`config.mk`:
```
export PLATFORM = sky130hd
export DESIGN_NAME = trc_thermal_restart_control
export DESIGN_NICKNAME = d
export VERILOG_FILES = /design/src/rtl/trc_pkg.sv /design/src/rtl/trc_thermal_restart_control.sv
export SDC_FILE = /design/constraint.sdc
export NUM_CORES = 1
export LEC_CHECK = 0
export BUFFER_PORTS_ARGS = -buffer_cell sky130_fd_sc_hd__buf_2
export CORE_ASPECT_RATIO = 0.8
export CORE_MARGIN = 2
export CORE_UTILIZATION = 40
export DETAILED_ROUTE_END_ITERATION = 10
export PLACE_DENSITY_LB_ADDON = 0.12
export SETUP_SLACK_MARGIN = 0.1
export SYNTH_ARGS = -nofsm -noshare
export SYNTH_HDL_FRONTEND = slang
export SYNTH_SLANG_ARGS = --single-unit
```
`constraint.sdc`:
```
create_clock -name clock -period 1.85 [get_ports clock]
set_input_delay 0.37 -clock clock [delete_from_list [all_inputs] [get_ports clock]]
set_output_delay 0.37 -clock clock [all_outputs]
set_load 0.05 [all_outputs]
```
`src/rtl/trc_pkg.sv`:
```
package trc_pkg;

    // Bus geometry
    localparam int ADDR_W = 16;
    localparam int DATA_W = 32;
    localparam int REG_W  = 8;

    // Register indices; byte address is four times the index
    localparam logic [13:0] IDX_OPTION    = 14'h1802;
    localparam logic [13:0] IDX_TEST_STAT = 14'h180F;
    localparam logic [13:0] IDX_IRQ_STAT  = 14'h1810;
    localparam logic [13:0] IDX_IRQ_MASK  = 14'h1811;

    // Option register fields
    localparam int OPT_EN_BIT  = 3;
    localparam int OPT_THR_BIT = 2;
    // Test status register field
    localparam int TST_OOR_BIT = 0;

    // Interrupt status and mask fields
    localparam int IRQ_W           = 3;
    localparam int IRQ_SHUT_BIT    = 0;
    localparam int IRQ_RESTART_BIT = 1;
    localparam int IRQ_OOR_BIT     = 2;

    // Reset values
    localparam logic             EN_RESET   = 1'b0;
    localparam logic             THR_RESET  = 1'b0;
    localparam logic             OOR_RESET  = 1'b1;
    localparam logic [IRQ_W-1:0] MASK_RESET = 3'h0;

    // Bus responses
    localparam logic [1:0] RESP_OKAY   = 2'h0;
    localparam logic [1:0] RESP_SLVERR = 2'h2;

    // Restart reset pulse width
    localparam int CLK_PERIOD_NS    = 40;
    localparam int RESTART_PULSE_NS = 160;
    localparam int RESTART_CYCLES   =
        (RESTART_PULSE_NS + CLK_PERIOD_NS - 1) / CLK_PERIOD_NS;
    localparam int CNT_W            = 3;

    // Sequencer states, Gray along idle, shutdown, restart
    typedef enum logic [1:0] {
        TRC_IDLE    = 2'h0,
        TRC_SHUT    = 2'h1,
        TRC_RESTART = 2'h3
    } trc_state_e;

    // Threshold comparator outputs
    typedef struct packed {
        logic low_reached;
        logic high_reached;
        logic above_rearm;
        logic within_recovery;
    } trc_cmp_s;

endpackage

```
`src/rtl/trc_thermal_restart_control.sv`:
```
// Functional notes
// - Option bit 3 powers the restart unit on when set and off when clear.
// - Any controller reset clears the restart enable bit.
// - Threshold select zero picks the low threshold, one the high one.
// - Any controller reset clears threshold select, choosing low.
// - Reaching the chosen threshold while enabled enters deepest stop.
// - While shut down, periodic wakeups and periodic resets are blocked.
// - Return into the recovery range resets the controller.
// - A restart only happens if the status left the re-arm range first.
// - The out-of-range status is bit 0 of the test status register.
// - Any controller reset forces the out-of-range status to one.
// - Status one means the unit will restart on return to recovery.
// - While status is zero, writes setting the enable bit are ignored.
// - Status sets above the re-arm threshold, clears in recovery.
// - Wakeup and reset counters keep running while their outputs block.
`timescale 1ns/100ps
module trc_thermal_restart_control
    import trc_pkg::*;
#(
    parameter int RESTART_LEN = trc_pkg::RESTART_CYCLES
) (
    input  wire logic                       clock,
    input  wire logic                       reset_n,
    input  wire logic                       clk_en,
    input  wire logic [trc_pkg::ADDR_W-1:0] s_axi_awaddr,
    input  wire logic                       s_axi_awvalid,
    output logic                            s_axi_awready,
    input  wire logic [trc_pkg::DATA_W-1:0] s_axi_wdata,
    input  wire logic [3:0]                 s_axi_wstrb,
    input  wire logic                       s_axi_wvalid,
    output logic                            s_axi_wready,
    output logic [1:0]                      s_axi_bresp,
    output logic                            s_axi_bvalid,
    input  wire logic                       s_axi_bready,
    input  wire logic [trc_pkg::ADDR_W-1:0] s_axi_araddr,
    input  wire logic                       s_axi_arvalid,
    output logic                            s_axi_arready,
    output logic [trc_pkg::DATA_W-1:0]      s_axi_rdata,
    output logic [1:0]                      s_axi_rresp,
    output logic                            s_axi_rvalid,
    input  wire logic                       s_axi_rready,
    input  wire trc_pkg::trc_cmp_s          cmp,
    input  wire logic                       pwu_wakeup_in,
    input  wire logic                       pwu_reset_in,
    output logic                            pwu_wakeup_out,
    output logic                            pwu_reset_out,
    output logic                            restart_unit_power,
    output logic                            deep_stop_out,
    output logic                            restart_reset_out,
    output logic                            irq
);
    import trc_pkg::*;

    // Register hit on a word-aligned byte address
    function automatic logic reg_hit(input logic [ADDR_W-1:0] addr,
                                     input logic [13:0]       idx);
        reg_hit = (addr[ADDR_W-1:2] == idx);
    endfunction

    function automatic logic reg_mapped(input logic [ADDR_W-1:0] addr);
        reg_mapped = reg_hit(addr, IDX_OPTION) |
                     reg_hit(addr, IDX_TEST_STAT) |
                     reg_hit(addr, IDX_IRQ_STAT) |
                     reg_hit(addr, IDX_IRQ_MASK);
    endfunction

    trc_cmp_s            cmp_meta_q;
    trc_cmp_s            cmp_sync_q;
    logic                en_q;
    logic                en_d;
    logic                thr_q;
    logic                oor_q;
    logic                oor_d;
    logic                armed_q;
    trc_state_e          state_q;
    trc_state_e          state_d;
    logic [CNT_W-1:0]    cnt_q;
    logic [IRQ_W-1:0]    stat_q;
    logic [IRQ_W-1:0]    stat_d;
    logic [IRQ_W-1:0]    mask_q;
    logic [IRQ_W-1:0]    events;
    logic                aw_hold_q;
    logic                w_hold_q;
    logic [ADDR_W-1:0]   aw_addr_q;
    logic [DATA_W-1:0]   wdata_q;
    logic [3:0]          wstrb_q;
    logic                aw_take;
    logic                w_take;
    logic                ar_take;
    logic                wr_do;
    logic                bvalid_d;
    logic                rvalid_d;
    logic                opt_wr;
    logic                mask_wr;
    logic                stat_rd;
    logic                sel_reached;
    logic                block;

    // Two-stage synchroniser on the comparator outputs
    always_ff @(posedge clock or negedge reset_n) begin
        if (!reset_n) begin
            cmp_meta_q <= '0;
            cmp_sync_q <= '0;
        end else if (clk_en) begin
            cmp_meta_q <= cmp;
            cmp_sync_q <= cmp_meta_q;
        end
    end

    // Bus handshake terms
    assign aw_take = s_axi_awvalid & s_axi_awready;
    assign w_take  = s_axi_wvalid & s_axi_wready;
    assign ar_take = s_axi_arvalid & s_axi_arready;
    assign wr_do   = aw_hold_q & w_hold_q & ~s_axi_bvalid;
    assign bvalid_d = wr_do | (s_axi_bvalid & ~s_axi_bready);
    assign rvalid_d = ar_take | (s_axi_rvalid & ~s_axi_rready);
    assign opt_wr  = wr_do & wstrb_q[0] & reg_hit(aw_addr_q, IDX_OPTION);
    assign mask_wr = wr_do & wstrb_q[0] & reg_hit(aw_addr_q, IDX_IRQ_MASK);
    assign stat_rd = ar_take & reg_hit(s_axi_araddr, IDX_IRQ_STAT);

    // Write channel capture, address and data in either order
    always_ff @(posedge clock or negedge reset_n) begin
        if (!reset_n) begin
            aw_hold_q     <= 1'b0;
            w_hold_q      <= 1'b0;
            aw_addr_q     <= '0;
            wdata_q       <= '0;
            wstrb_q       <= 4'h0;
            s_axi_awready <= 1'b1;
            s_axi_wready  <= 1'b1;
            s_axi_bvalid  <= 1'b0;
            s_axi_bresp   <= RESP_OKAY;
        end else if (clk_en) begin
            if (aw_take) begin
                aw_addr_q <= s_axi_awaddr;
            end
            if (w_take) begin
                wdata_q <= s_axi_wdata;
                wstrb_q <= s_axi_wstrb;
            end
            aw_hold_q     <= (aw_hold_q | aw_take) & ~wr_do;
            w_hold_q      <= (w_hold_q | w_take) & ~wr_do;
            s_axi_awready <= ~((aw_hold_q | aw_take) & ~wr_do) & ~bvalid_d;
            s_axi_wready  <= ~((w_hold_q | w_take) & ~wr_do) & ~bvalid_d;
            s_axi_bvalid  <= bvalid_d;
            if (wr_do) begin
                s_axi_bresp <= reg_mapped(aw_addr_q) ? RESP_OKAY
                                                     : RESP_SLVERR;
            end
        end
    end

    // Read channel, answer one cycle after the address
    always_ff @(posedge clock or negedge reset_n) begin
        if (!reset_n) begin
            s_axi_arready <= 1'b1;
            s_axi_rvalid  <= 1'b0;
            s_axi_rdata   <= '0;
            s_axi_rresp   <= RESP_OKAY;
        end else if (clk_en) begin
            s_axi_arready <= ~rvalid_d;
            s_axi_rvalid  <= rvalid_d;
            if (ar_take) begin
                s_axi_rdata <= '0;
                s_axi_rresp <= RESP_OKAY;
                if (reg_hit(s_axi_araddr, IDX_OPTION)) begin
                    s_axi_rdata[OPT_EN_BIT]  <= en_q;
                    s_axi_rdata[OPT_THR_BIT] <= thr_q;
                end else if (reg_hit(s_axi_araddr, IDX_TEST_STAT)) begin
                    s_axi_rdata[TST_OOR_BIT] <= oor_q;
                end else if (reg_hit(s_axi_araddr, IDX_IRQ_STAT)) begin
                    s_axi_rdata[IRQ_W-1:0] <= stat_q;
                end else if (reg_hit(s_axi_araddr, IDX_IRQ_MASK)) begin
                    s_axi_rdata[IRQ_W-1:0] <= mask_q;
                end else begin
                    s_axi_rresp <= RESP_SLVERR;
                end
            end
        end
    end

    // Setting the enable needs the status at one
    always_comb begin
        en_d = en_q;
        if (opt_wr) begin
            en_d = wdata_q[OPT_EN_BIT] & (oor_q | en_q);
        end
    end

    // Option register, cleared by any controller reset
    always_ff @(posedge clock or negedge reset_n) begin
        if (!reset_n) begin
            en_q  <= EN_RESET;
            thr_q <= THR_RESET;
        end else if (clk_en) begin
            en_q <= en_d;
            if (opt_wr) begin
                thr_q <= wdata_q[OPT_THR_BIT];
            end
        end
    end

    // Out-of-range status with re-arm and recovery hysteresis
    always_comb begin
        oor_d = oor_q;
        if (cmp_sync_q.above_rearm) begin
            oor_d = 1'b1;
        end else if (cmp_sync_q.within_recovery) begin
            oor_d = 1'b0;
        end
    end

    always_ff @(posedge clock or negedge reset_n) begin
        if (!reset_n) begin
            oor_q <= OOR_RESET;
        end else if (clk_en) begin
            oor_q <= oor_d;
        end
    end

    // Armed once the status was out of range while enabled
    always_ff @(posedge clock or negedge reset_n) begin
        if (!reset_n) begin
            armed_q <= 1'b0;
        end else if (clk_en) begin
            if (!en_q || state_q == TRC_RESTART) begin
                armed_q <= 1'b0;
            end else if (oor_q) begin
                armed_q <= 1'b1;
            end
        end
    end

    // Selected threshold comparator
    assign sel_reached = thr_q ? cmp_sync_q.high_reached
                               : cmp_sync_q.low_reached;

    // Shutdown and restart sequencer
    always_comb begin
        state_d = state_q;
        case (state_q)
            TRC_IDLE: begin
                if (en_q && sel_reached) begin
                    state_d = TRC_SHUT;
                end
            end
            TRC_SHUT: begin
                if (!en_q) begin
                    state_d = TRC_IDLE;
                end else if (armed_q && !oor_q) begin
                    state_d = TRC_RESTART;
                end
            end
            TRC_RESTART: begin
                if (cnt_q == '0) begin
                    state_d = TRC_IDLE;
                end
            end
            default: state_d = TRC_IDLE;
        endcase
    end

    always_ff @(posedge clock or negedge reset_n) begin
        if (!reset_n) begin
            state_q <= TRC_IDLE;
            cnt_q   <= '0;
        end else if (clk_en) begin
            state_q <= state_d;
            if (state_q != TRC_RESTART && state_d == TRC_RESTART) begin
                cnt_q <= CNT_W'(RESTART_LEN - 1);
            end else if (cnt_q != '0) begin
                cnt_q <= cnt_q - 1'b1;
            end
        end
    end

    // Wakeup and periodic reset gate; counters outside keep running
    assign block = (state_q == TRC_SHUT) | (en_q & oor_q);

    // Registered control outputs
    always_ff @(posedge clock or negedge reset_n) begin
        if (!reset_n) begin
            deep_stop_out      <= 1'b0;
            restart_reset_out  <= 1'b0;
            restart_unit_power <= 1'b0;
            pwu_wakeup_out     <= 1'b0;
            pwu_reset_out      <= 1'b0;
        end else if (clk_en) begin
            deep_stop_out      <= (state_d == TRC_SHUT);
            restart_reset_out  <= (state_d == TRC_RESTART);
            restart_unit_power <= en_d;
            pwu_wakeup_out     <= pwu_wakeup_in & ~block;
            pwu_reset_out      <= pwu_reset_in & ~block;
        end
    end

    // Sticky event flags, cleared by reading; a new event wins
    always_comb begin
        events                  = '0;
        events[IRQ_SHUT_BIT]    = (state_q != TRC_SHUT) &
                                  (state_d == TRC_SHUT);
        events[IRQ_RESTART_BIT] = (state_q != TRC_RESTART) &
                                  (state_d == TRC_RESTART);
        events[IRQ_OOR_BIT]     = (oor_q != oor_d);
        stat_d = (stat_q & {IRQ_W{~stat_rd}}) | events;
    end

    always_ff @(posedge clock or negedge reset_n) begin
        if (!reset_n) begin
            stat_q <= '0;
            mask_q <= MASK_RESET;
            irq    <= 1'b0;
        end else if (clk_en) begin
            stat_q <= stat_d;
            if (mask_wr) begin
                mask_q <= wdata_q[IRQ_W-1:0];
            end
            irq <= |(stat_d & (mask_wr ? wdata_q[IRQ_W-1:0] : mask_q));
        end
    end
endmodule

```
Yosys cells after proc, flatten, opt, wreduce, memory -nomap -nowiden
Cells that the tools add are included.
{ "totals": {"ram_bits": 0, "ff_bits": 64, "rom_bits": 0, "memories": 0, "latch_bits": 0, "word_cells": 138, "input_bits": 82, "output_inout_bits": 47} }
{ "classes": {"add_sub_neg": 1, "n_eq_ne": 15, "shifts": 0, "n_div": 0, "magnitude_cmp": 0, "multipliers": 0, "n_reduce_logical": 19, "mux": 26, "bitwise_logic": 43} }
{ "op_table": {"columns": ["operator", "n"], "rows": [
  ["$eq A14 B13 Y1 const B", 8],
  ["$mux W2", 11],
  ["$and A1 B1 Y1", 21],
  ["$mux W3", 5],
  ["$reduce_and A2 Y1", 7],
  ["$not A1 Y1", 10],
  ["$mux W1", 9],
  ["$or A1 B1 Y1", 9],
  ["$and A3 B3 Y3", 2],
  ["$pmux W2 S3", 1],
  ["$eq A2 B1 Y1 const B", 2],
  ["$eq A2 B2 Y1 const B", 2],
  ["$reduce_bool A2 Y1", 2],
  ["$logic_and A1 B1 Y1", 3],
  ["$logic_not A3 Y1", 1],
  ["$or A3 B3 Y3", 1],
  ["$reduce_bool A3 Y1", 1],
  ["$reduce_or A3 Y1", 1],
  ["$sub A3 B1 Y3 const B", 1],
  ["$logic_not A1 Y1", 2],
  ["$logic_not A2 Y1", 1],
  ["$ne A2 B1 Y1 const B", 1],
  ["$ne A2 B2 Y1 const B", 1],
  ["$logic_or A1 B1 Y1", 1],
  ["$ne A1 B1 Y1", 1]
]} }

Depth between registers and ports, before layout
Gate-level depths: netlist of the first run.
{ "logic_depth": {"depth_word": 10, "ltp_mapped": 6, "mapped_depth_nobuf": 6} }

Least setup slack after synthesis of the first run
No wires, ideal clock.
{ "synth_timing": {"path_kind": "register -> register", "start": "register s_axi_bvalid", "end": "register thr_q", "arrival_time_ns": 1.663, "stages_incl_launch_ff": 5, "synth_period_minus_slack_ns": 1.790, "required_time_ns": 1.722, "n_path_buf": 0, "slack_ns": 0.060, "cell_sequence": "dfrtp_1 > and3b_1 > nand2_1 > nor4_2 > mux2_1"} }
{ "synth_via": {"elab_chain_len": 5} }
{ "synth_lines": {"columns": ["element", "line", "rtl"], "rows": [
  ["from (decl)", "trc_thermal_restart_control.sv:33", "output logic s_axi_bvalid,"],
  ["from (signal assigned)", "trc_thermal_restart_control.sv:145", "s_axi_bvalid <= bvalid_d;"],
  ["$not A1 Y1", "trc_thermal_restart_control.sv:114", "assign wr_do = aw_hold_q & w_hold_q & ~s_axi_bvalid;"],
  ["$and A1 B1 Y1", "trc_thermal_restart_control.sv:114", null],
  ["$and A1 B1 Y1 (2 in a row)", "trc_thermal_restart_control.sv:117", "assign opt_wr = wr_do & wstrb_q[0] & reg_hit(aw_addr_q, IDX_OPTION);"],
  ["$reduce_and A2 Y1 (no source line)", null, null],
  ["to (signal assigned)", "trc_thermal_restart_control.sv:198", "thr_q <= wdata_q[OPT_THR_BIT];"],
  ["to (decl)", "trc_thermal_restart_control.sv:71", "logic thr_q;"]
]} }
No other way between the ends.
A chain may end at the register's enable or synchronous reset.

Worst setup path after layout of the first run
Same ends and word-level chain as after synthesis.

==> impl_results.md, run 1 <==
* GRT Overall Usage at 15.26%
* CP endpoint kind: flip-flop
* Height of the die at slightly above 80 um
* Top-count cell post-synth: dfrtp_1
* Total clock sinks at 60
* R2R setup slack at 160 ps
* YS warnings at 0
* Final nets at 441
* CP max FO at 4
* N_diodes at 0
* FP Rows at 28
* ANT nets after route at 0
* Final period util at roughly 90%
* Cell Area, Placed at 3453 um2
* Leading area contributor after synthesis: dfrtp_1
* F_max at a little under 0.6 GHz
* Sequential fraction of design power at 45.1%
* Dominant synthesized flop cell: dfrtp_1
* Synth unique cells at 50
* Synthesized area per cell at 10.81 um2
* # DRC at 0
* Top cell type's share of synthesized area at 45.79%
* Launching element type of the critical path: flip-flop
* Post-synthesis sequential area ratio at between 40% and 50%
* Top cells by count, synth: 56 x dfrtp_1, 30 x buf_4, 30 x mux2_2
* Skew-Pair Late Insertion Delay at 330 ps
* Cell count after synthesis at 283
* Initial Util at 41.40%
* Core ar. at 7392 um2
* CTS tree: built
* Max-slew violations at 0
* Synth area leaders: dfrtp_1 46%, mux2_2 11%, buf_4 7.4%
* Area delta synth->final at 20.07%
* Num CTS Buffers at 9
* Layout Cells excl Fill at 467
* P_sw at ~1.5 mW
* Gate power share at about 28%
* Crit path time final at 1693 ps
* Largest net degree at the start of global routing at 61
* Hold violation count in the final report at 0
* Root Driver: clkbuf_8
* Vias/cell at 4.685
* Synth Register Bits at 60
* Hold buffer count at cts at 0
* Antenna violations before repair at 0
* Hold WS at 33.76 ps
* Final core utilization at approximately half
* Area of the mapped netlist at 3060 um2
* Die width at between 100 and 150 um
* Clk buf depth at 2
* Net Sw Frac at 33.98%
* Worst VDD drop at 0.6585 mV
* DR pass1 iterations at 4
* Clock skew at 7.396 ps
* Layout cells sized above 1 at a little under two fifths
* Die area at 8371 um2
* FFs w/ async S/R, synth at 100.0%
* Final setup vio count at 0
* Clock-pin slew on the worst setup and hold paths at 60 ps
* Vias in the first global route at 2020
* Gpl congestion at 0.7550
* RSZ-0062 raised after global routing: false
* I/O pin cnt at 129
* Design Area, Final at 3675 um2
* Post-synth EDFFs at 0
* Crit path DAT at 1900 ps
* Wire per inst at around 13 um
* Final WL at 5877 um
* Via count at 2188
* H-tree Lvls at 3
* Max Cap Viol at 0
* GRT overflow at 0
* Pleak at approximately 1.8 nW
* First-pass GRT wire length at 9722 um
* Cell count after placement at 451
* DRT iter0 DRCs at about 120
* Status: complete, no violations
* Port bufs at 63
* Crit path required time at 2060 ps
* Crit Path Category: flip-flop to flip-flop
* Internal Power at 2.873 mW
* DP HPWL at 4453 um
* Clock network power share at 27.1%
* Worst Hold Class: input pin to asynchronous set/reset pin
* Pwr Density at around 1200 nW/um2
layout by cell type, fill, tap and decap left out, drive strengths merged, types with 2 or more instances in the layout:
| cell type | synthesis | layout |
|---|---|---|
| a21boi | 4 | 4 |
| a21oi | 12 | 12 |
| a22o | 3 | 3 |
| a31oi | 3 | 3 |
| a32o | 2 | 2 |
| and3 | 2 | 2 |
| and3b | 2 | 2 |
| buf | 32 | 74 |
| clkbuf | 8 | 12 |
| clkinv | 0 | 2 |
| conb | 1 | 30 |
| dfrtp | 56 | 56 |
| dfstp | 4 | 4 |
| ha | 2 | 2 |
| inv | 13 | 13 |
| mux2 | 34 | 34 |
| mux2i | 4 | 4 |
| nand2 | 26 | 26 |
| nand2b | 5 | 5 |
| nand3 | 9 | 9 |
| nor2 | 7 | 7 |
| nor2b | 2 | 2 |
| nor3 | 9 | 9 |
| nor3b | 2 | 2 |
| nor4b | 2 | 2 |
| o21a | 3 | 3 |
| o21ai | 13 | 13 |
| o22ai | 6 | 6 |
| or3 | 3 | 3 |
sequential cells by signal, indices dropped and copies added, names as in the netlist, 2 cells and up:
register / cells
s_axi_rdata: 4
cmp_sync_q: 4
aw_addr_q: 14
cnt_q: 3
state_q: 2
mask_q: 3
cmp_meta_q: 4
wdata_q: 4
stat_q: 3
worst paths after layout:
path | start | end | depth (start not counted)
max reg2reg | s_axi_bvalid | thr_q | 4
max in group asynchronous | reset_n | s_axi_arready | 2
min | reset_n | cmp_meta_q[2] | 2
max | s_axi_bvalid | thr_q | 4
min in group clock | s_axi_awaddr[13] | aw_addr_q[13] | 2
min reg2reg | cnt_q[0] | cnt_q[0] | 1
stage by stage:
step	total power, mW	setup TNS [ps]	setup WS [ps]
finish	4.352	0	156.8
global route	4.665	0	106.2
CTS	4.390	0	104.7
detailed placement	3.187	-2.345	-2.345
global placement	3.145	0	34.63
floorplan	2.895	0	151.5
critical path, cell delays in order (launching register included):
cell,delay [ps]
dfrtp_2,420
and3b_1,310
nand2_1,140
nor4_4,350
mux2_1,350
power groups by stage:
stage / registers (mW) / logic, mW / clock network [mW]
4_1_cts: 1.95 / 1.22 / 1.22
2_1_floorplan: 2.09 / 0.807 / 0
5_1_grt: 2.02 / 1.35 / 1.29
3_5_place_dp: 1.98 / 1.21 / 0
3_3_place_gp: 1.96 / 1.18 / 0
6_report: 1.96 / 1.21 / 1.18
timing repair:
item,4_1_cts,5_1_grt
setup endpoints to repair,0,2
buffers inserted,0,0
gates resized for setup,0,3
layer usage:
layer  vias up  share of wire [%]  wire [um]  track usage [%]
li1       1096                  -          -                -
met5         -                  0          0                0
met2        75                 42       2458            21.51
met3         5                7.1        415            5.892
met1      1012                 50       2966            22.37
met4         0               0.63         37            2.838
cell type report:
cell class                 count  area, um2
clock inverter                 4      47.55
timing repair buffer          74      422.9
sequential                    60       1508
fill                         706       3717
inverter                      13      48.80
tap                          105      131.4
multi-input combinational    199       1361
clock buffer                  12      155.1
cell families after synthesis:
logic type | count (synthesis) | synth area share (%)
and+or+nand+nor | 76 | 14.51
AOI/OAI and AO/OA | 53 | 11.04
other | 1 | 0.1225
muxes | 38 | 13.82
buffers and inverters | 53 | 10.47
adders and majority gates | 2 | 0.8175
DFF | 60 | 49.22
Note: power is estimated with default switching activity, not from simulation.
==> run 2, diff against run 1 <==
- clock period: 1.85 -> 2 ns (I/O delays scaled with it)
==> impl_results.md, run 2 (synthesis results as in run 1) <==
* Root Driver: clkbuf_8
* Commonest non-fill, non-tap cell in the layout: buf_2
* Max Cap Viol at 0
* First-pass GRT wire length at 9315 um
* F_max at 0.5720 GHz
* FP Rows at 28
* ANT nets after route at 0
* Crit path DAT at around 2000 ps
* Most frequent cells in the layout: 63 x buf_2, 56 x dfrtp_1, 30 x mux2_2, 30 x conb_1, 25 x nand2_1
* CP top delay family: simple AND/OR/NAND/NOR gates
* Pwr Density at 1119 nW/um2
* Design Area, Final at 3641 um2
* Port bufs at 63
* Max-slew violations at 0
* Final WL at 5878 um
* Launching element type of the critical path: flip-flop
* Final nets at 439
* Critical-path top delay cell: dfrtp_1
* # resized after CTS at 0
* Largest net degree at the start of global routing at between 60 and 70
* H-tree Lvls at 3
* Final period util at 87.41%
* Status: complete, no violations
* Die width at between 100 and 150 um
* Worst VDD drop at around 0.54 mV
* Via count at about 2200
* Cell Area, Placed at ~3400 um2
* CTS tree: built
* Layout cells sized above 1 at between 30% and 40%
* Total clock sinks at 60
* CP endpoint kind: flip-flop
* Total setup buffers inserted after CTS at 0
* Num CTS Buffers at 9
* Top reg by flops: aw_addr_q
* Worst Hold Class: input pin to asynchronous set/reset pin
* Final setup vio count at 0
* N_diodes at 0
* Hold violation count in the final report at 0
* GRT Overall Usage at between 10% and 20%
* CP max FO at 7
* Initial Util at approximately two fifths
* Height of the die at slightly above 80 um
* Hold buffer count at cts at 0
* DRT iter0 DRCs at 118
* Critical Path Max Stage Delay at 380 ps
* GRT overflow at 0
* Antenna violations before repair at 0
* Crit path time final at 1748 ps
* Die area at around 8400 um2
* WP buf/inv at 1
* Crit Path Category: flip-flop to flip-flop
* DP HPWL at between 4000 and 5000 um
* Wire per inst at 12.64 um
* Clk buf depth at 2
* Clock skew at 6.732 ps
* Max reg flops at 14
* Gpl congestion at 0.8110
* Vias in the first global route at 1929
* Clock-pin slew on the worst setup and hold paths at about 70 ps
* Vias/cell at about 4.7
* # DRC at 0
* Area delta synth->final at 18.97%
* RSZ-0062 raised after global routing: false
* DR pass1 iterations at 4
* Sequence of cells on the critical path: nor3_1 > nand4_2 > buf_4 > nor2_1 > nand2_1 > mux2_1
* Crit path required time at 2220 ps
* Pleak at 1.745 nW
* I/O pin cnt at 129
* Core ar. at 7392 um2
* Skew-Pair Late Insertion Delay at 340 ps
* Final setup TNS at 0 ps
-- run 2: layer usage --
metal  vias to the layer above  wire length (um)  GRT usage (%)
li1                       1089                 -              -
met1                       991              3007          21.57
met2                        81              2352          19.80
met3                         8               426          5.976
met4                         0                91          5.135
met5                         -                 0              0
-- run 2: where the power goes --
part | switching [mW] | internal, mW | total (mW)
Combinational | 0.655 | 0.434 | 1.09
Sequential | 0.233 | 1.56 | 1.80
Clock | 0.459 | 0.729 | 1.19
Total | 1.35 | 2.73 | 4.07
-- run 2: path summary, 6_finish.rpt --
path                             startpoint        endpoint  slack, ps  cells after the start
setup / recovery               aw_addr_q[7]       mask_q[1]        250                      6
hold reg to reg              s_axi_rdata[3]  s_axi_rdata[3]        480                      2
setup reg to reg               aw_addr_q[7]       mask_q[1]        250                      6
min in group clock         s_axi_awaddr[10]   aw_addr_q[10]        290                      2
max in group asynchronous           reset_n   s_axi_awready       1630                      2
hold / removal                      reset_n   cmp_meta_q[2]         60                      2
-- run 2: final cells by class --
class | instances | area [um2]
clock buffer | 11 | 141.4
clock inverter | 5 | 75.07
fill | 707 | 3751
inverter | 13 | 48.80
multi-input combinational | 199 | 1343
sequential | 60 | 1506
tap | 105 | 131.4
timing repair buffer | 72 | 395.4
-- run 2: per-stage QoR --
stage | hold WS [ps] | power (mW) | worst slack (ps) | cells | utilization, %
2_1_floorplan | 104.4 | 2.676 | 209.5 | 312 | -
3_3_place_gp | 432.8 | 2.892 | 146.0 | 449 | 46.33
3_5_place_dp | 436.2 | 2.921 | 148.1 | 449 | 46.33
4_1_cts | 63.47 | 4.137 | 227.9 | 465 | 49.26
5_1_grt | 72.50 | 4.356 | 131.1 | 465 | 49.26
6_report | 58.69 | 4.075 | 251.7 | 465 | 49.26
